`src/pkg/evc_pkg.sv`:
```
package evc_pkg;
    // register byte offsets within the slave window
    localparam logic [7:0]  OFS_PERIOD      = 8'h00;
    localparam logic [7:0]  OFS_DATA        = 8'h04;
    localparam logic [7:0]  OFS_EDGE        = 8'h08;
    localparam logic [7:0]  OFS_PWM_CLK     = 8'h0C;
    localparam logic [7:0]  OFS_STATUS      = 8'h10;
    localparam int          ADDR_DEC_W      = 8;
    localparam int          PWM_W           = 16;
    localparam int          EDGE_W          = 8;
    localparam int          CLK_SEL_W       = 3;
    localparam int          PRESCALE_W      = 6;
    localparam int          STATUS_W        = 5;
    // reset values
    localparam logic [15:0] PERIOD_RST      = 16'hFFFF;
    localparam logic [15:0] DATA_RST        = 16'h0000;
    localparam logic [7:0]  EDGE_RST        = 8'h00;
    localparam logic [2:0]  PWM_CLK_RST     = 3'h0;
    // field positions in the edge select register
    localparam int          HIGH_SEL_LSB    = 6;
    localparam int          LOW_SEL_LSB     = 4;
    localparam int          GATE_SEL_LSB    = 2;
    localparam int          PWM_EN_BIT      = 1;
    // field positions in the status register
    localparam int          ST_HIGH_BIT     = 0;
    localparam int          ST_LOW_BIT      = 1;
    localparam int          ST_GATE_BIT     = 2;
    localparam int          ST_PWM_BIT      = 3;
    localparam int          ST_OPEN_BIT     = 4;
    // edge sensing modes
    typedef enum logic [1:0] {
        EDGE_FALL = 2'h0,
        EDGE_RISE = 2'h1,
        EDGE_BOTH = 2'h2,
        EDGE_BAD  = 2'h3
    } edge_mode_e;
    // pwm prescale tick masks, divide by 2 up to 64
    localparam logic [5:0]  MASK_DIV2       = 6'h01;
    localparam logic [5:0]  MASK_DIV4       = 6'h03;
    localparam logic [5:0]  MASK_DIV8       = 6'h07;
    localparam logic [5:0]  MASK_DIV16      = 6'h0F;
    localparam logic [5:0]  MASK_DIV32      = 6'h1F;
    localparam logic [5:0]  MASK_DIV64      = 6'h3F;
    localparam logic [1:0]  HRESP_OKAY      = 2'h0;
endpackage

```
`src/logic/edge_sense.sv`:
```
`timescale 1ns/100ps
`default_nettype none
module edge_sense
    import evc_pkg::*;
(
    input  wire logic       clk,
    input  wire logic       rst_n,
    input  wire logic       sig,
    input  wire logic [1:0] mode,
    output logic            pulse
);
    // the synchroniser resets low while a pin may idle high, so the first
    // transitions after reset are not real edges; sensing waits until settled
    localparam logic [1:0] SETTLE_DONE = 2'h3;

    logic       prev_r;
    logic       prev_nxt;
    logic [1:0] settle_r;
    logic [1:0] settle_nxt;
    logic       edge_seen;

    // previous sample of the already synchronised level, and settle count
    always_comb begin
        prev_nxt   = sig;
        settle_nxt = (settle_r == SETTLE_DONE) ? settle_r : settle_r + 2'h1;
    end

    always_ff @(posedge clk or negedge rst_n) begin
        if (!rst_n) begin
            prev_r   <= 1'b0;
            settle_r <= 2'h0;
        end else begin
            prev_r   <= prev_nxt;
            settle_r <= settle_nxt;
        end
    end

    // the prohibited code senses nothing rather than guessing an edge
    always_comb begin
        unique case (edge_mode_e'(mode))
            EDGE_FALL: edge_seen = prev_r & ~sig;
            EDGE_RISE: edge_seen = ~prev_r & sig;
            EDGE_BOTH: edge_seen = prev_r ^ sig;
            EDGE_BAD:  edge_seen = 1'b0;
        endcase
    end

    assign pulse = edge_seen & (settle_r == SETTLE_DONE);
endmodule
`default_nettype wire

```
`src/logic/event_gate_top.sv`:
```
`timescale 1ns/100ps
`default_nettype none
module event_gate_top
    import evc_pkg::*;
(
    input  wire logic        hclk,
    input  wire logic        hresetn,
    input  wire logic        hsel,
    input  wire logic [31:0] haddr,
    input  wire logic [1:0]  htrans,
    input  wire logic        hwrite,
    input  wire logic [2:0]  hsize,
    input  wire logic [31:0] hwdata,
    input  wire logic        hready,
    output logic             hreadyout,
    output logic [1:0]       hresp,
    output logic [31:0]      hrdata,
    input  wire logic        high_event_input,
    input  wire logic        low_event_input,
    input  wire logic        gate_interrupt_input,
    output logic             high_event_pulse,
    output logic             low_event_pulse,
    output logic             gate_edge_pulse,
    output logic             gating_pwm_output,
    output logic             count_gate_open
);
    logic [ADDR_DEC_W-1:0] wr_addr_r;
    logic [ADDR_DEC_W-1:0] wr_addr_nxt;
    logic                  wr_pend_r;
    logic                  wr_pend_nxt;
    logic [31:0]           hrdata_r;
    logic [31:0]           hrdata_nxt;
    logic                  addr_phase;
    logic [PWM_W-1:0]      period_r;
    logic [PWM_W-1:0]      period_nxt;
    logic [PWM_W-1:0]      data_r;
    logic [PWM_W-1:0]      data_nxt;
    logic [EDGE_W-1:0]     edge_r;
    logic [EDGE_W-1:0]     edge_nxt;
    logic [CLK_SEL_W-1:0]  pclk_r;
    logic [CLK_SEL_W-1:0]  pclk_nxt;
    logic [2:0]            sync1_r;
    logic [2:0]            sync2_r;
    logic                  high_edge;
    logic                  low_edge;
    logic                  gate_edge;
    logic                  pwm_raw;
    logic                  pwm_en;
    logic                  gate_src;
    logic                  hi_pulse_r;
    logic                  lo_pulse_r;
    logic                  gt_pulse_r;
    logic                  pwm_out_r;
    logic                  open_r;
    logic                  hi_pulse_nxt;
    logic                  lo_pulse_nxt;
    logic                  gt_pulse_nxt;
    logic                  open_nxt;
    logic [STATUS_W-1:0]   status;

    // a transfer is taken when selected, ready and non-sequential or sequential
    assign addr_phase = hsel & hready & htrans[1];

    // write address held into the data phase, where hwdata stands
    always_comb begin
        wr_pend_nxt = addr_phase & hwrite;
        wr_addr_nxt = addr_phase ? haddr[ADDR_DEC_W-1:0] : wr_addr_r;
    end

    // register writes; unmapped offsets are ignored with an okay answer
    always_comb begin
        period_nxt = period_r;
        data_nxt   = data_r;
        edge_nxt   = edge_r;
        pclk_nxt   = pclk_r;
        if (wr_pend_r) begin
            unique case (wr_addr_r)
                OFS_PERIOD:  period_nxt = hwdata[PWM_W-1:0];
                OFS_DATA:    data_nxt = hwdata[PWM_W-1:0];
                OFS_EDGE:    edge_nxt = hwdata[EDGE_W-1:0];
                OFS_PWM_CLK: pclk_nxt = hwdata[CLK_SEL_W-1:0];
                default:     period_nxt = period_r;
            endcase
        end
    end

    // read data uses next values so a read right after a write sees it
    always_comb begin
        hrdata_nxt = hrdata_r;
        if (addr_phase && !hwrite) begin
            unique case (haddr[ADDR_DEC_W-1:0])
                OFS_PERIOD:  hrdata_nxt = {16'h0000, period_nxt};
                OFS_DATA:    hrdata_nxt = 32'h0000_0000;
                OFS_EDGE:    hrdata_nxt = {24'h00_0000, edge_nxt};
                OFS_PWM_CLK: hrdata_nxt = {29'h0000_0000, pclk_nxt};
                OFS_STATUS:  hrdata_nxt = {27'h000_0000, status};
                default:     hrdata_nxt = 32'h0000_0000;
            endcase
        end
    end

    // bus and register state; zero wait states, so hreadyout stays high
    always_ff @(posedge hclk or negedge hresetn) begin
        if (!hresetn) begin
            wr_addr_r <= '0;
            wr_pend_r <= 1'b0;
            hrdata_r  <= 32'h0000_0000;
            period_r  <= PERIOD_RST;
            data_r    <= DATA_RST;
            edge_r    <= EDGE_RST;
            pclk_r    <= PWM_CLK_RST;
        end else begin
            wr_addr_r <= wr_addr_nxt;
            wr_pend_r <= wr_pend_nxt;
            hrdata_r  <= hrdata_nxt;
            period_r  <= period_nxt;
            data_r    <= data_nxt;
            edge_r    <= edge_nxt;
            pclk_r    <= pclk_nxt;
        end
    end

    assign hreadyout = 1'b1;
    assign hresp     = HRESP_OKAY;
    assign hrdata    = hrdata_r;

    // pins are asynchronous: two flops before any logic looks at them
    always_ff @(posedge hclk or negedge hresetn) begin
        if (!hresetn) begin
            sync1_r <= 3'h0;
            sync2_r <= 3'h0;
        end else begin
            sync1_r <= {gate_interrupt_input, low_event_input, high_event_input};
            sync2_r <= sync1_r;
        end
    end

    edge_sense u_high (
        .clk   (hclk),
        .rst_n (hresetn),
        .sig   (sync2_r[0]),
        .mode  (edge_r[HIGH_SEL_LSB+1:HIGH_SEL_LSB]),
        .pulse (high_edge)
    );

    edge_sense u_low (
        .clk   (hclk),
        .rst_n (hresetn),
        .sig   (sync2_r[1]),
        .mode  (edge_r[LOW_SEL_LSB+1:LOW_SEL_LSB]),
        .pulse (low_edge)
    );

    edge_sense u_gate (
        .clk   (hclk),
        .rst_n (hresetn),
        .sig   (sync2_r[2]),
        .mode  (edge_r[GATE_SEL_LSB+1:GATE_SEL_LSB]),
        .pulse (gate_edge)
    );

    assign pwm_en = edge_r[PWM_EN_BIT];

    gating_pwm #(
        .WIDTH (PWM_W)
    ) u_pwm (
        .clk     (hclk),
        .rst_n   (hresetn),
        .enable  (pwm_en),
        .clk_sel (pclk_r),
        .period  (period_r),
        .data    (data_r),
        .pwm_out (pwm_raw)
    );

    // enable picks the pwm over the gate pin
    assign gate_src = pwm_en ? pwm_raw : sync2_r[2];

    // event pulses pass only through an open gate
    always_comb begin
        open_nxt     = gate_src;
        hi_pulse_nxt = high_edge & gate_src;
        lo_pulse_nxt = low_edge & gate_src;
        gt_pulse_nxt = gate_edge & ~pwm_en;
    end

    // outputs registered so the counters see glitch-free pulses
    always_ff @(posedge hclk or negedge hresetn) begin
        if (!hresetn) begin
            hi_pulse_r <= 1'b0;
            lo_pulse_r <= 1'b0;
            gt_pulse_r <= 1'b0;
            pwm_out_r  <= 1'b0;
            open_r     <= 1'b0;
        end else begin
            hi_pulse_r <= hi_pulse_nxt;
            lo_pulse_r <= lo_pulse_nxt;
            gt_pulse_r <= gt_pulse_nxt;
            pwm_out_r  <= pwm_raw;
            open_r     <= open_nxt;
        end
    end

    assign high_event_pulse  = hi_pulse_r;
    assign low_event_pulse   = lo_pulse_r;
    assign gate_edge_pulse   = gt_pulse_r;
    assign gating_pwm_output = pwm_out_r;
    assign count_gate_open   = open_r;

    // live state for software
    always_comb begin
        status              = '0;
        status[ST_HIGH_BIT] = sync2_r[0];
        status[ST_LOW_BIT]  = sync2_r[1];
        status[ST_GATE_BIT] = sync2_r[2];
        status[ST_PWM_BIT]  = pwm_out_r;
        status[ST_OPEN_BIT] = open_r;
    end
endmodule
`default_nettype wire

```
`src/logic/gating_pwm.sv`:
```
`timescale 1ns/100ps
`default_nettype none
module gating_pwm
    import evc_pkg::*;
#(
    parameter int WIDTH = PWM_W
) (
    input  wire logic                 clk,
    input  wire logic                 rst_n,
    input  wire logic                 enable,
    input  wire logic [CLK_SEL_W-1:0] clk_sel,
    input  wire logic [WIDTH-1:0]     period,
    input  wire logic [WIDTH-1:0]     data,
    output logic                      pwm_out
);
    logic [PRESCALE_W-1:0] prescale_r;
    logic [PRESCALE_W-1:0] prescale_nxt;
    logic [WIDTH-1:0]      count_r;
    logic [WIDTH-1:0]      count_nxt;
    logic                  out_r;
    logic                  out_nxt;
    logic [PRESCALE_W-1:0] mask;
    logic                  tick;

    // prescale select: upper code bit picks /32 or /64 by its lsb alone
    always_comb begin
        mask = MASK_DIV2;
        if (clk_sel[2]) begin
            mask = clk_sel[0] ? MASK_DIV64 : MASK_DIV32;
        end else begin
            unique case (clk_sel[1:0])
                2'h0: mask = MASK_DIV2;
                2'h1: mask = MASK_DIV4;
                2'h2: mask = MASK_DIV8;
                2'h3: mask = MASK_DIV16;
            endcase
        end
        tick = ((prescale_r & mask) == mask);
    end

    always_comb begin
        prescale_nxt = '0;
        count_nxt    = '0;
        out_nxt      = 1'b0;
        if (enable) begin
            prescale_nxt = prescale_r + 1'b1;
            count_nxt    = count_r;
            if (tick) begin
                count_nxt = (count_r == period) ? '0 : count_r + 1'b1;
            end
            out_nxt = (count_nxt < data);
        end
    end

    // halting clears everything so a restart begins a fresh cycle
    always_ff @(posedge clk or negedge rst_n) begin
        if (!rst_n) begin
            prescale_r <= '0;
            count_r    <= '0;
            out_r      <= 1'b0;
        end else begin
            prescale_r <= prescale_nxt;
            count_r    <= count_nxt;
            out_r      <= out_nxt;
        end
    end

    assign pwm_out = out_r;
endmodule
`default_nettype wire

```
`config.mk`:
```
export PLATFORM = sky130hd
export DESIGN_NAME = event_gate_top
export DESIGN_NICKNAME = d
export VERILOG_FILES = /design/src/pkg/evc_pkg.sv /design/src/logic/edge_sense.sv /design/src/logic/event_gate_top.sv /design/src/logic/gating_pwm.sv
export SDC_FILE = /design/constraint.sdc
export NUM_CORES = 1
export LEC_CHECK = 0
export ABC_AREA = 1
export BUFFER_PORTS_ARGS = -buffer_cell sky130_fd_sc_hd__buf_2
export CAP_MARGIN = 10
export CELL_PAD_IN_SITES_DETAIL_PLACEMENT = 2
export CELL_PAD_IN_SITES_GLOBAL_PLACEMENT = 2
export CORE_MARGIN = 5
export CORE_UTILIZATION = 32
export CTS_CLUSTER_DIAMETER = 50
export CTS_CLUSTER_SIZE = 10
export DETAILED_ROUTE_END_ITERATION = 12
export PLACE_DENSITY_LB_ADDON = 0.08
export SLEW_MARGIN = 20
export SYNTH_ARGS = -nofsm -noshare
export SYNTH_HDL_FRONTEND = slang
export SYNTH_SLANG_ARGS = --single-unit
export TNS_END_PERCENT = 5
```
`constraint.sdc`:
```
create_clock -name hclk -period 2.85 [get_ports hclk]
set_clock_uncertainty 0.05 [all_clocks]
set_input_delay 0.4275 -clock hclk [delete_from_list [all_inputs] [get_ports hclk]]
set_output_delay 0.4275 -clock hclk [all_outputs]
set_load 0.01 [all_outputs]
```
==> results of run 1 <==
## sequential cells by signal (all words and copies together), names as in the netlist, 2 cells and up
| signal | count |
|---|---|
| u_pwm.prescale_r | 6 |
| pclk_r | 3 |
| period_r | 16 |
| hrdata | 16 |
| u_gate.settle_r | 2 |
| sync2_r | 3 |
| edge_r | 8 |
| u_high.settle_r | 2 |
| sync1_r | 3 |
| wr_addr_r | 8 |
| u_low.settle_r | 2 |
| u_pwm.count_r | 16 |
| data_r | 16 |
## cells by family (layout without fill, tap and decap cells)
| kind of cell | after synthesis | count (layout) | synth area share, % |
|---|---|---|---|
| AOI/OAI and AO/OA | 99 | 99 | 9.35 |
| buffers and inverters | 137 | 217 | 10.4 |
| adders and majority gates | 26 | 26 | 5.68 |
| and+or+nand+nor | 298 | 298 | 23.1 |
| muxes | 9 | 9 | 1.77 |
| other | 2 | 19 | 0.131 |
| DFF | 111 | 111 | 48.9 |
| xor gates and xnor gates | 5 | 5 | 0.765 |
## repair_timing
action | in CTS | in global routing
pin swaps | 13 | 16
resized for setup | 26 | 16
endpoints found under the setup margin | 1 | 1
setup buffers | 7 | 4
hold buffers | 1 | 0
endpoints found under the hold margin | 23 | 0
## layer usage
layer	track usage, %	wire length, µm
met5	0	0
met1	25.6	8760
met4	4.06	165
met2	30.5	8450
met3	3.03	521
## worst reg2reg max path, stage by stage, from the launching register on
cell      delay, ns
dfrtp_1        0.40
nor2_2         0.15
nor2_4         0.06
nor2_4         0.12
nand3_4        0.10
inv_4          0.08
buf_6          0.10
nand2_4        0.05
nor4_4         0.36
nand2_2        0.12
o21ai_2        0.16
nand3_2        0.10
inv_2          0.09
ha_4           0.20
nand2_4        0.06
o21ai_2        0.06
nand3_1        0.12
a21oi_2        0.07
a2111o_1       0.31
a21oi_2        0.11
## per-stage QoR
step	util, %	instances
3_3_place_gp	36.0	985
5_1_grt	39.1	1013
2_1_floorplan	-	704
4_1_cts	38.6	1009
6_report	39.1	1013
3_5_place_dp	36.0	985
## cell usage after synthesis, types with 2 or more instances
| master | n | area (µm²) |
|---|---|---|
| nor4_2 | 2 | 25.0 |
| a22o_1 | 3 | 26.3 |
| nand2_4 | 2 | 22.5 |
| mux2_2 | 9 | 101 |
| nand4_1 | 7 | 43.8 |
| and2_1 | 2 | 12.5 |
| nor3_1 | 20 | 100 |
| a211oi_1 | 3 | 22.5 |
| nand2_2 | 2 | 12.5 |
| o2111ai_1 | 2 | 17.5 |
| dfstp_2 | 16 | 420 |
| nand2_1 | 153 | 574 |
| xor2_1 | 2 | 17.5 |
| nand3_1 | 15 | 75.1 |
| nor2_1 | 73 | 274 |
| xnor2_1 | 3 | 26.3 |
| clkinv_1 | 3 | 11.3 |
| o21ai_1 | 2 | 10.0 |
| conb_1 | 2 | 7.51 |
| clkbuf_1 | 8 | 30.0 |
| a21oi_1 | 55 | 275 |
| nor2_2 | 2 | 12.5 |
| nor4_1 | 10 | 62.6 |
| buf_4 | 19 | 143 |
| ha_1 | 26 | 325 |
| buf_2 | 4 | 20.0 |
| or2_2 | 2 | 12.5 |
| o21ai_0 | 32 | 160 |
| inv_1 | 99 | 372 |
| dfrtp_1 | 95 | 2380 |
| inv_2 | 3 | 11.3 |
## power breakdown
part	internal, mW	switching (mW)
sequential	1.72	0.0704
combinational	0.169	0.322
clock	0.613	0.654
total	2.50	1.05
## worst max-delay path by stage
stage	to	slack, ns
after detailed placement	u_pwm.pwm_out	-0.12
after global routing	u_pwm.pwm_out	-0.26
after CTS	u_pwm.pwm_out	-0.02
after global placement	u_pwm.pwm_out	0.04
after floorplan	u_pwm.pwm_out	0.29
final	u_pwm.pwm_out	-0.07
## cell type report
class                      instances  area (µm²)  share of cell area (%)
clock buffer                       9         225                    3.24
timing repair buffer              95         614                    8.85
clock inverter                     7        67.6                   0.973
inverter                         106         403                    5.80
tap                              229         287                    4.13
multi-input combinational        456        2550                    36.7
sequential                       111        2800                    40.3
==> flow_summary.toml, run 1 <==
[sta]
drv_slew = 0
fmax_ghz = 0.342
finalCritPeriodShare_pct = 103
setup_ws_ns = -0.0740
hold_viol = 0
fin_crit_ns = 2.92
final-setup-viol-count = 1
slew_headroom_pct = 54.7
worst_pin_slew_ns = 0.673
fin_worst_hold_slack_ns = 0.122
rsz0062_at_grt = "true"
fin_setup_tns_ns = -0.0740

[synthesis]
synth_cell_type_count = 42
syn-mean-instance-area_um2 = 8.34
synth_warnings = 0
synth_enable_flop_cells = 0
synth_seq_cells = 111
async_reset_ff_share_pct = 100
synthesis.area_mm2 = 0.00573
synth_ff_type = "dfrtp_1"
seq_area_frac_synth_pct = 48.9
syn_inst = 687

[critical_path]
slowest_stage = "dfrtp_1"
path_class = "register to register"
start_kind = "register"
critPathBufInv = 3
crit_family = "simple AND/OR/NAND/NOR gates"
required_ns = 3.09
crit_start = "pclk_r[1]"
cp_cell_sequence = "nor2_2 > nor2_4 > nor2_4 > nand3_4 > inv_4 > buf_6 > nand2_4 > nor4_4 > nand2_2 > o21ai_2 > nand3_2 > inv_2 > ha_4 > nand2_4 > o21ai_2 > nand3_1 > a21oi_2 > a2111o_1 > a21oi_2"
r2r-start = "pclk_r[1]"
cpPeakStageDelay_ns = 0.40
reg2reg_depth = 19
end_kind = "register"
rr_endpoint = "u_pwm.pwm_out"
crit_arrival_ns = 3.16
crit_cells = 19
rrSetupSlack_ns = -0.07
cp_max_fo = 3

[pwr]
power.density_mw_per_mm2 = 511
power_mw = 3.55
cellLeakagePower_nw = 3.62
max-vdd-ir-drop_mv = 0.278

[global_routing]
grt_max_degree = 57
grt_pass1_wl_um = 29700
grt_pass1_vias = 5584
overflow = 0
grt_usage_pct = 18.4
antenna_found_initial = 1

[placement]
place_ws_ns = -0.125
placed_cell_area_mm2 = 0.00640
place_hpwl_um = 13800
port_buffers = 53
gp_congestion = 0.799

[clock_tree]
cts_tree = "yes"
clock-sinks = 111
cts.reportedPaths.clkPinSlew_ns = 0.08
clockRootBuffer = "clkbuf_16"
clkLatencyLatePin_ns = 0.36
cts.path.max_buffers = 2
h-tree-depth = 3
cts_buffers = 9

[route]
via_per_inst = 4.76
routedWlPerCell_um = 17.7
vias = 4818
drt_iter0_drc = 122
dr.pass1.iters = 4
ant_nets = 0
wirelength_um = 17900
drc = 0

[floorplanning]
die_h_um = 144
coreArea_mm2 = 0.0178
rows = 49
dieWidth_um = 144
die_area_mm2 = 0.0207
start_util_pct = 32.2
io_pins = 117

[outcome]
violations = "setup timing"
status = "finished with violations"

[hold_path]
hold_end = "sync1_r[0]"
hp-class = "input pin to register"
hold_path_depth = 1
hp-start = "high_event_input"

[final_layout]
fin_area_mm2 = 0.00695
finalNetCount = 882
fillers = 2042
mostFrequentLayoutCells = "150 x nand2_1, 94 x dfrtp_1, 93 x inv_1, 70 x nor2_1, 52 x buf_2"
syn_to_final_growth_pct = 21.3
drive_gt1_share_pct = 23.7
diodes = 0
mostFrequentLayoutCell = "nand2_1"

[flow_run]
drv_cap = 0
Note: power is estimated with default switching activity, not from simulation.
==> inputs of run 2 (changes only) <==
Settings changed: SYNTH_HIERARCHICAL from default to 1.
==> run 2 against run 1 <==
Net effect: the flow still finishes with violations (setup timing); cell area up 3.2%; sequential power up 4%; register-to-register slack about the same; sequential share of layout area down 1.3 points; via count up 6.8%; wire length up 3.3%; flip-flop and latch count unchanged; largest power group unchanged; highest routed layer unchanged.
==> flow_summary.toml, run 2 <==
[floorplanning]
die_area_mm2 = 0.0219
die_h_um = 148
dieWidth_um = 148
coreArea_mm2 = 0.0188
io_pins = 117
start_util_pct = 32.5
rows = 50

[critical_path]
path_class = "register to register"
cp_max_fo = 6
end_kind = "register"
crit_arrival_ns = 3.16
start_kind = "register"
required_ns = 3.08

[global_routing]
grt_max_degree = 37
overflow = 0
grt_pass1_vias = 5686
grt_pass1_wl_um = 29800
antenna_found_initial = 0
grt_usage_pct = 17.2

[sta]
setup_ws_ns = -0.0783
drv_slew = 0
hold_viol = 0
fin_crit_ns = 2.93
slew_headroom_pct = 57.9
finalCritPeriodShare_pct = 103
fmax_ghz = 0.341
fin_setup_tns_ns = -0.0783
final-setup-viol-count = 1
worst_pin_slew_ns = 0.631
rsz0062_at_grt = "true"

[synthesis]
synth_enable_flop_cells = 0
synth_ff_type = "dfrtp_1"
synth_top_family_by_area = "simple AND/OR/NAND/NOR gates"
synth_area_leaders = "dfrtp_1 39%, nand2_1 13%, inv_1 8.6%, dfstp_2 6.9%, ha_1 5.3%"
synth-xor-area-share_pct = 0.717
synth_cell_type_count = 39
synth-simple-area-share_pct = 27.3
synth.most_common_cell = "nand2_1"
syn_inst = 770
synth_top_area_share_pct = 38.9
async_reset_ff_share_pct = 100
synth_warnings = 6
synth_seq_cells = 111
synthMuxAreaShare_pct = 1.48
syn-mean-instance-area_um2 = 7.93
synth_compound_area_share_pct = 7.03
synth.largest_area_cell = "dfrtp_1"
synth-adder-area-share_pct = 5.33
seq_area_frac_synth_pct = 45.8
synth_common_cells = "205 x nand2_1, 140 x inv_1, 95 x dfrtp_1"
synthesis.area_mm2 = 0.00611

[clock_tree]
clock-sinks = 111
cts_buffers = 9
clkLatencyLatePin_ns = 0.36
cts.path.max_buffers = 2
h-tree-depth = 3
clockRootBuffer = "clkbuf_16"
cts.reportedPaths.clkPinSlew_ns = 0.09
cts_tree = "yes"

[route]
via_per_inst = 4.72
drc = 0
wirelength_um = 18500
ant_nets = 0
vias = 5145
drt_iter0_drc = 143
dr.pass1.iters = 4
routedWlPerCell_um = 17.0

[outcome]
violations = "setup timing"
status = "finished with violations"

[final_layout]
finalNetCount = 953
drive_gt1_share_pct = 19.3
syn_to_final_growth_pct = 17.4
mostFrequentLayoutCells = "203 x nand2_1, 139 x inv_1, 94 x dfrtp_1, 52 x buf_2, 51 x nor2_1"
diodes = 0
utilization_pct = 38.2
final_cells = 1089
mostFrequentLayoutCell = "nand2_1"
fin_area_mm2 = 0.00717

[flow_run]
drv_cap = 0

[pwr]
power.density_mw_per_mm2 = 531
max-vdd-ir-drop_mv = 0.333
power_mw = 3.81
cellLeakagePower_nw = 4.04

[placement]
port_buffers = 53
gp_congestion = 0.785
placed_cell_area_mm2 = 0.00669
place_hpwl_um = 14400
place_inst = 1066

[hold_path]
hp-class = "input pin to register"
[run 2: cell types whose count changed in the layout (fill, tap and decap cells not counted), moves of 6 or more]
cell and change:
nor2_1 -19, o21ai_1 +27, nand3_1 +28, and2_1 +10
nor3_1 -6, inv_1 +46, a21oi_1 -33, nand2_1 +53
nor2_2 +8, buf_4 -14
[run 2: final cells by class]
| type | count | area, µm² |
|---|---|---|
| tap | 234 | 293 |
| timing repair buffer | 81 | 500 |
| sequential | 111 | 2800 |
| clock inverter | 7 | 87.6 |
| inverter | 144 | 543 |
| clock buffer | 9 | 225 |
| multi-input combinational | 503 | 2720 |
| fill | 2203 | 11600 |
[run 2: where the power goes]
group	total (mW)	switching (mW)	leakage (nW)	internal, mW
combinational	0.620	0.396	2.55	0.223
sequential	1.87	0.128	1.34	1.74
clock	1.32	0.686	0.148	0.632
[run 2: critical path, cell delays in order, from the launching register on]
cell and delay [ns]:
dfrtp_1 0.41, buf_4 0.15, o21ai_2 0.17, nand3_4 0.15, inv_4 0.10, nand2_4 0.06, nor4_4 0.33, nand3_1 0.12
o211ai_1 0.28, inv_1 0.13, ha_4 0.28, nand2_4 0.08, nor2_4 0.04, a211oi_2 0.22, o221ai_1 0.15, a21oi_1 0.14
[run 2: final timing paths]
check,startpoint,endpoint,slack (ns),depth (start not counted)
setup / recovery,pclk_r[2],u_pwm/pwm_out,-0.08,15
hold / removal,low_event_input,sync1_r[1],0.12,1
setup reg to reg,pclk_r[2],u_pwm/pwm_out,-0.08,15
hold reg to reg,sync1_r[0],sync2_r[0],0.30,0
max in group asynchronous,hresetn,period_r[4],1.47,3
min in group asynchronous,hresetn,u_low/prev_r,0.50,2
[run 2: routing by layer]
metal	GRT usage (%)	part of all wire [%]	up-vias
met5	0	0	-
met4	2.77	0.70	0
met3	2.96	2.1	9
met2	31.6	52	47
met1	21.5	45	2588
li1	-	-	2501
[run 2: per-stage QoR]
step / setup WS (ns) / hold slack (ns)
floorplan: 0.461 / 0.0819
finish: -0.0783 / 0.117
global placement: 0.0115 / 0.283
global route: -0.325 / 0.0926
detailed placement: -0.0500 / 0.287
CTS: -0.00158 / 0.0995
[run 2: cells by family (layout without fill, tap and decap cells)]
kind of cell | Yosys count | count (layout)
other | 2 | 19
adder cells (fa/ha/maj) | 26 | 26
XOR/XNOR | 5 | 5
multiplexers | 8 | 8
buffers and inverters | 173 | 241
AND/OR/NAND/NOR | 364 | 364
AO/OA/AOI/OAI | 81 | 81
flip-flops | 111 | 111
[run 2: what timing repair did]
item                                   4_1_cts  5_1_grt
setup endpoints to repair                    1        1
endpoints found under the hold margin       25        0
pin swaps                                    4       15
hold buffers                                 1        0
gates resized for setup                     12       16
buffers inserted                             2        4
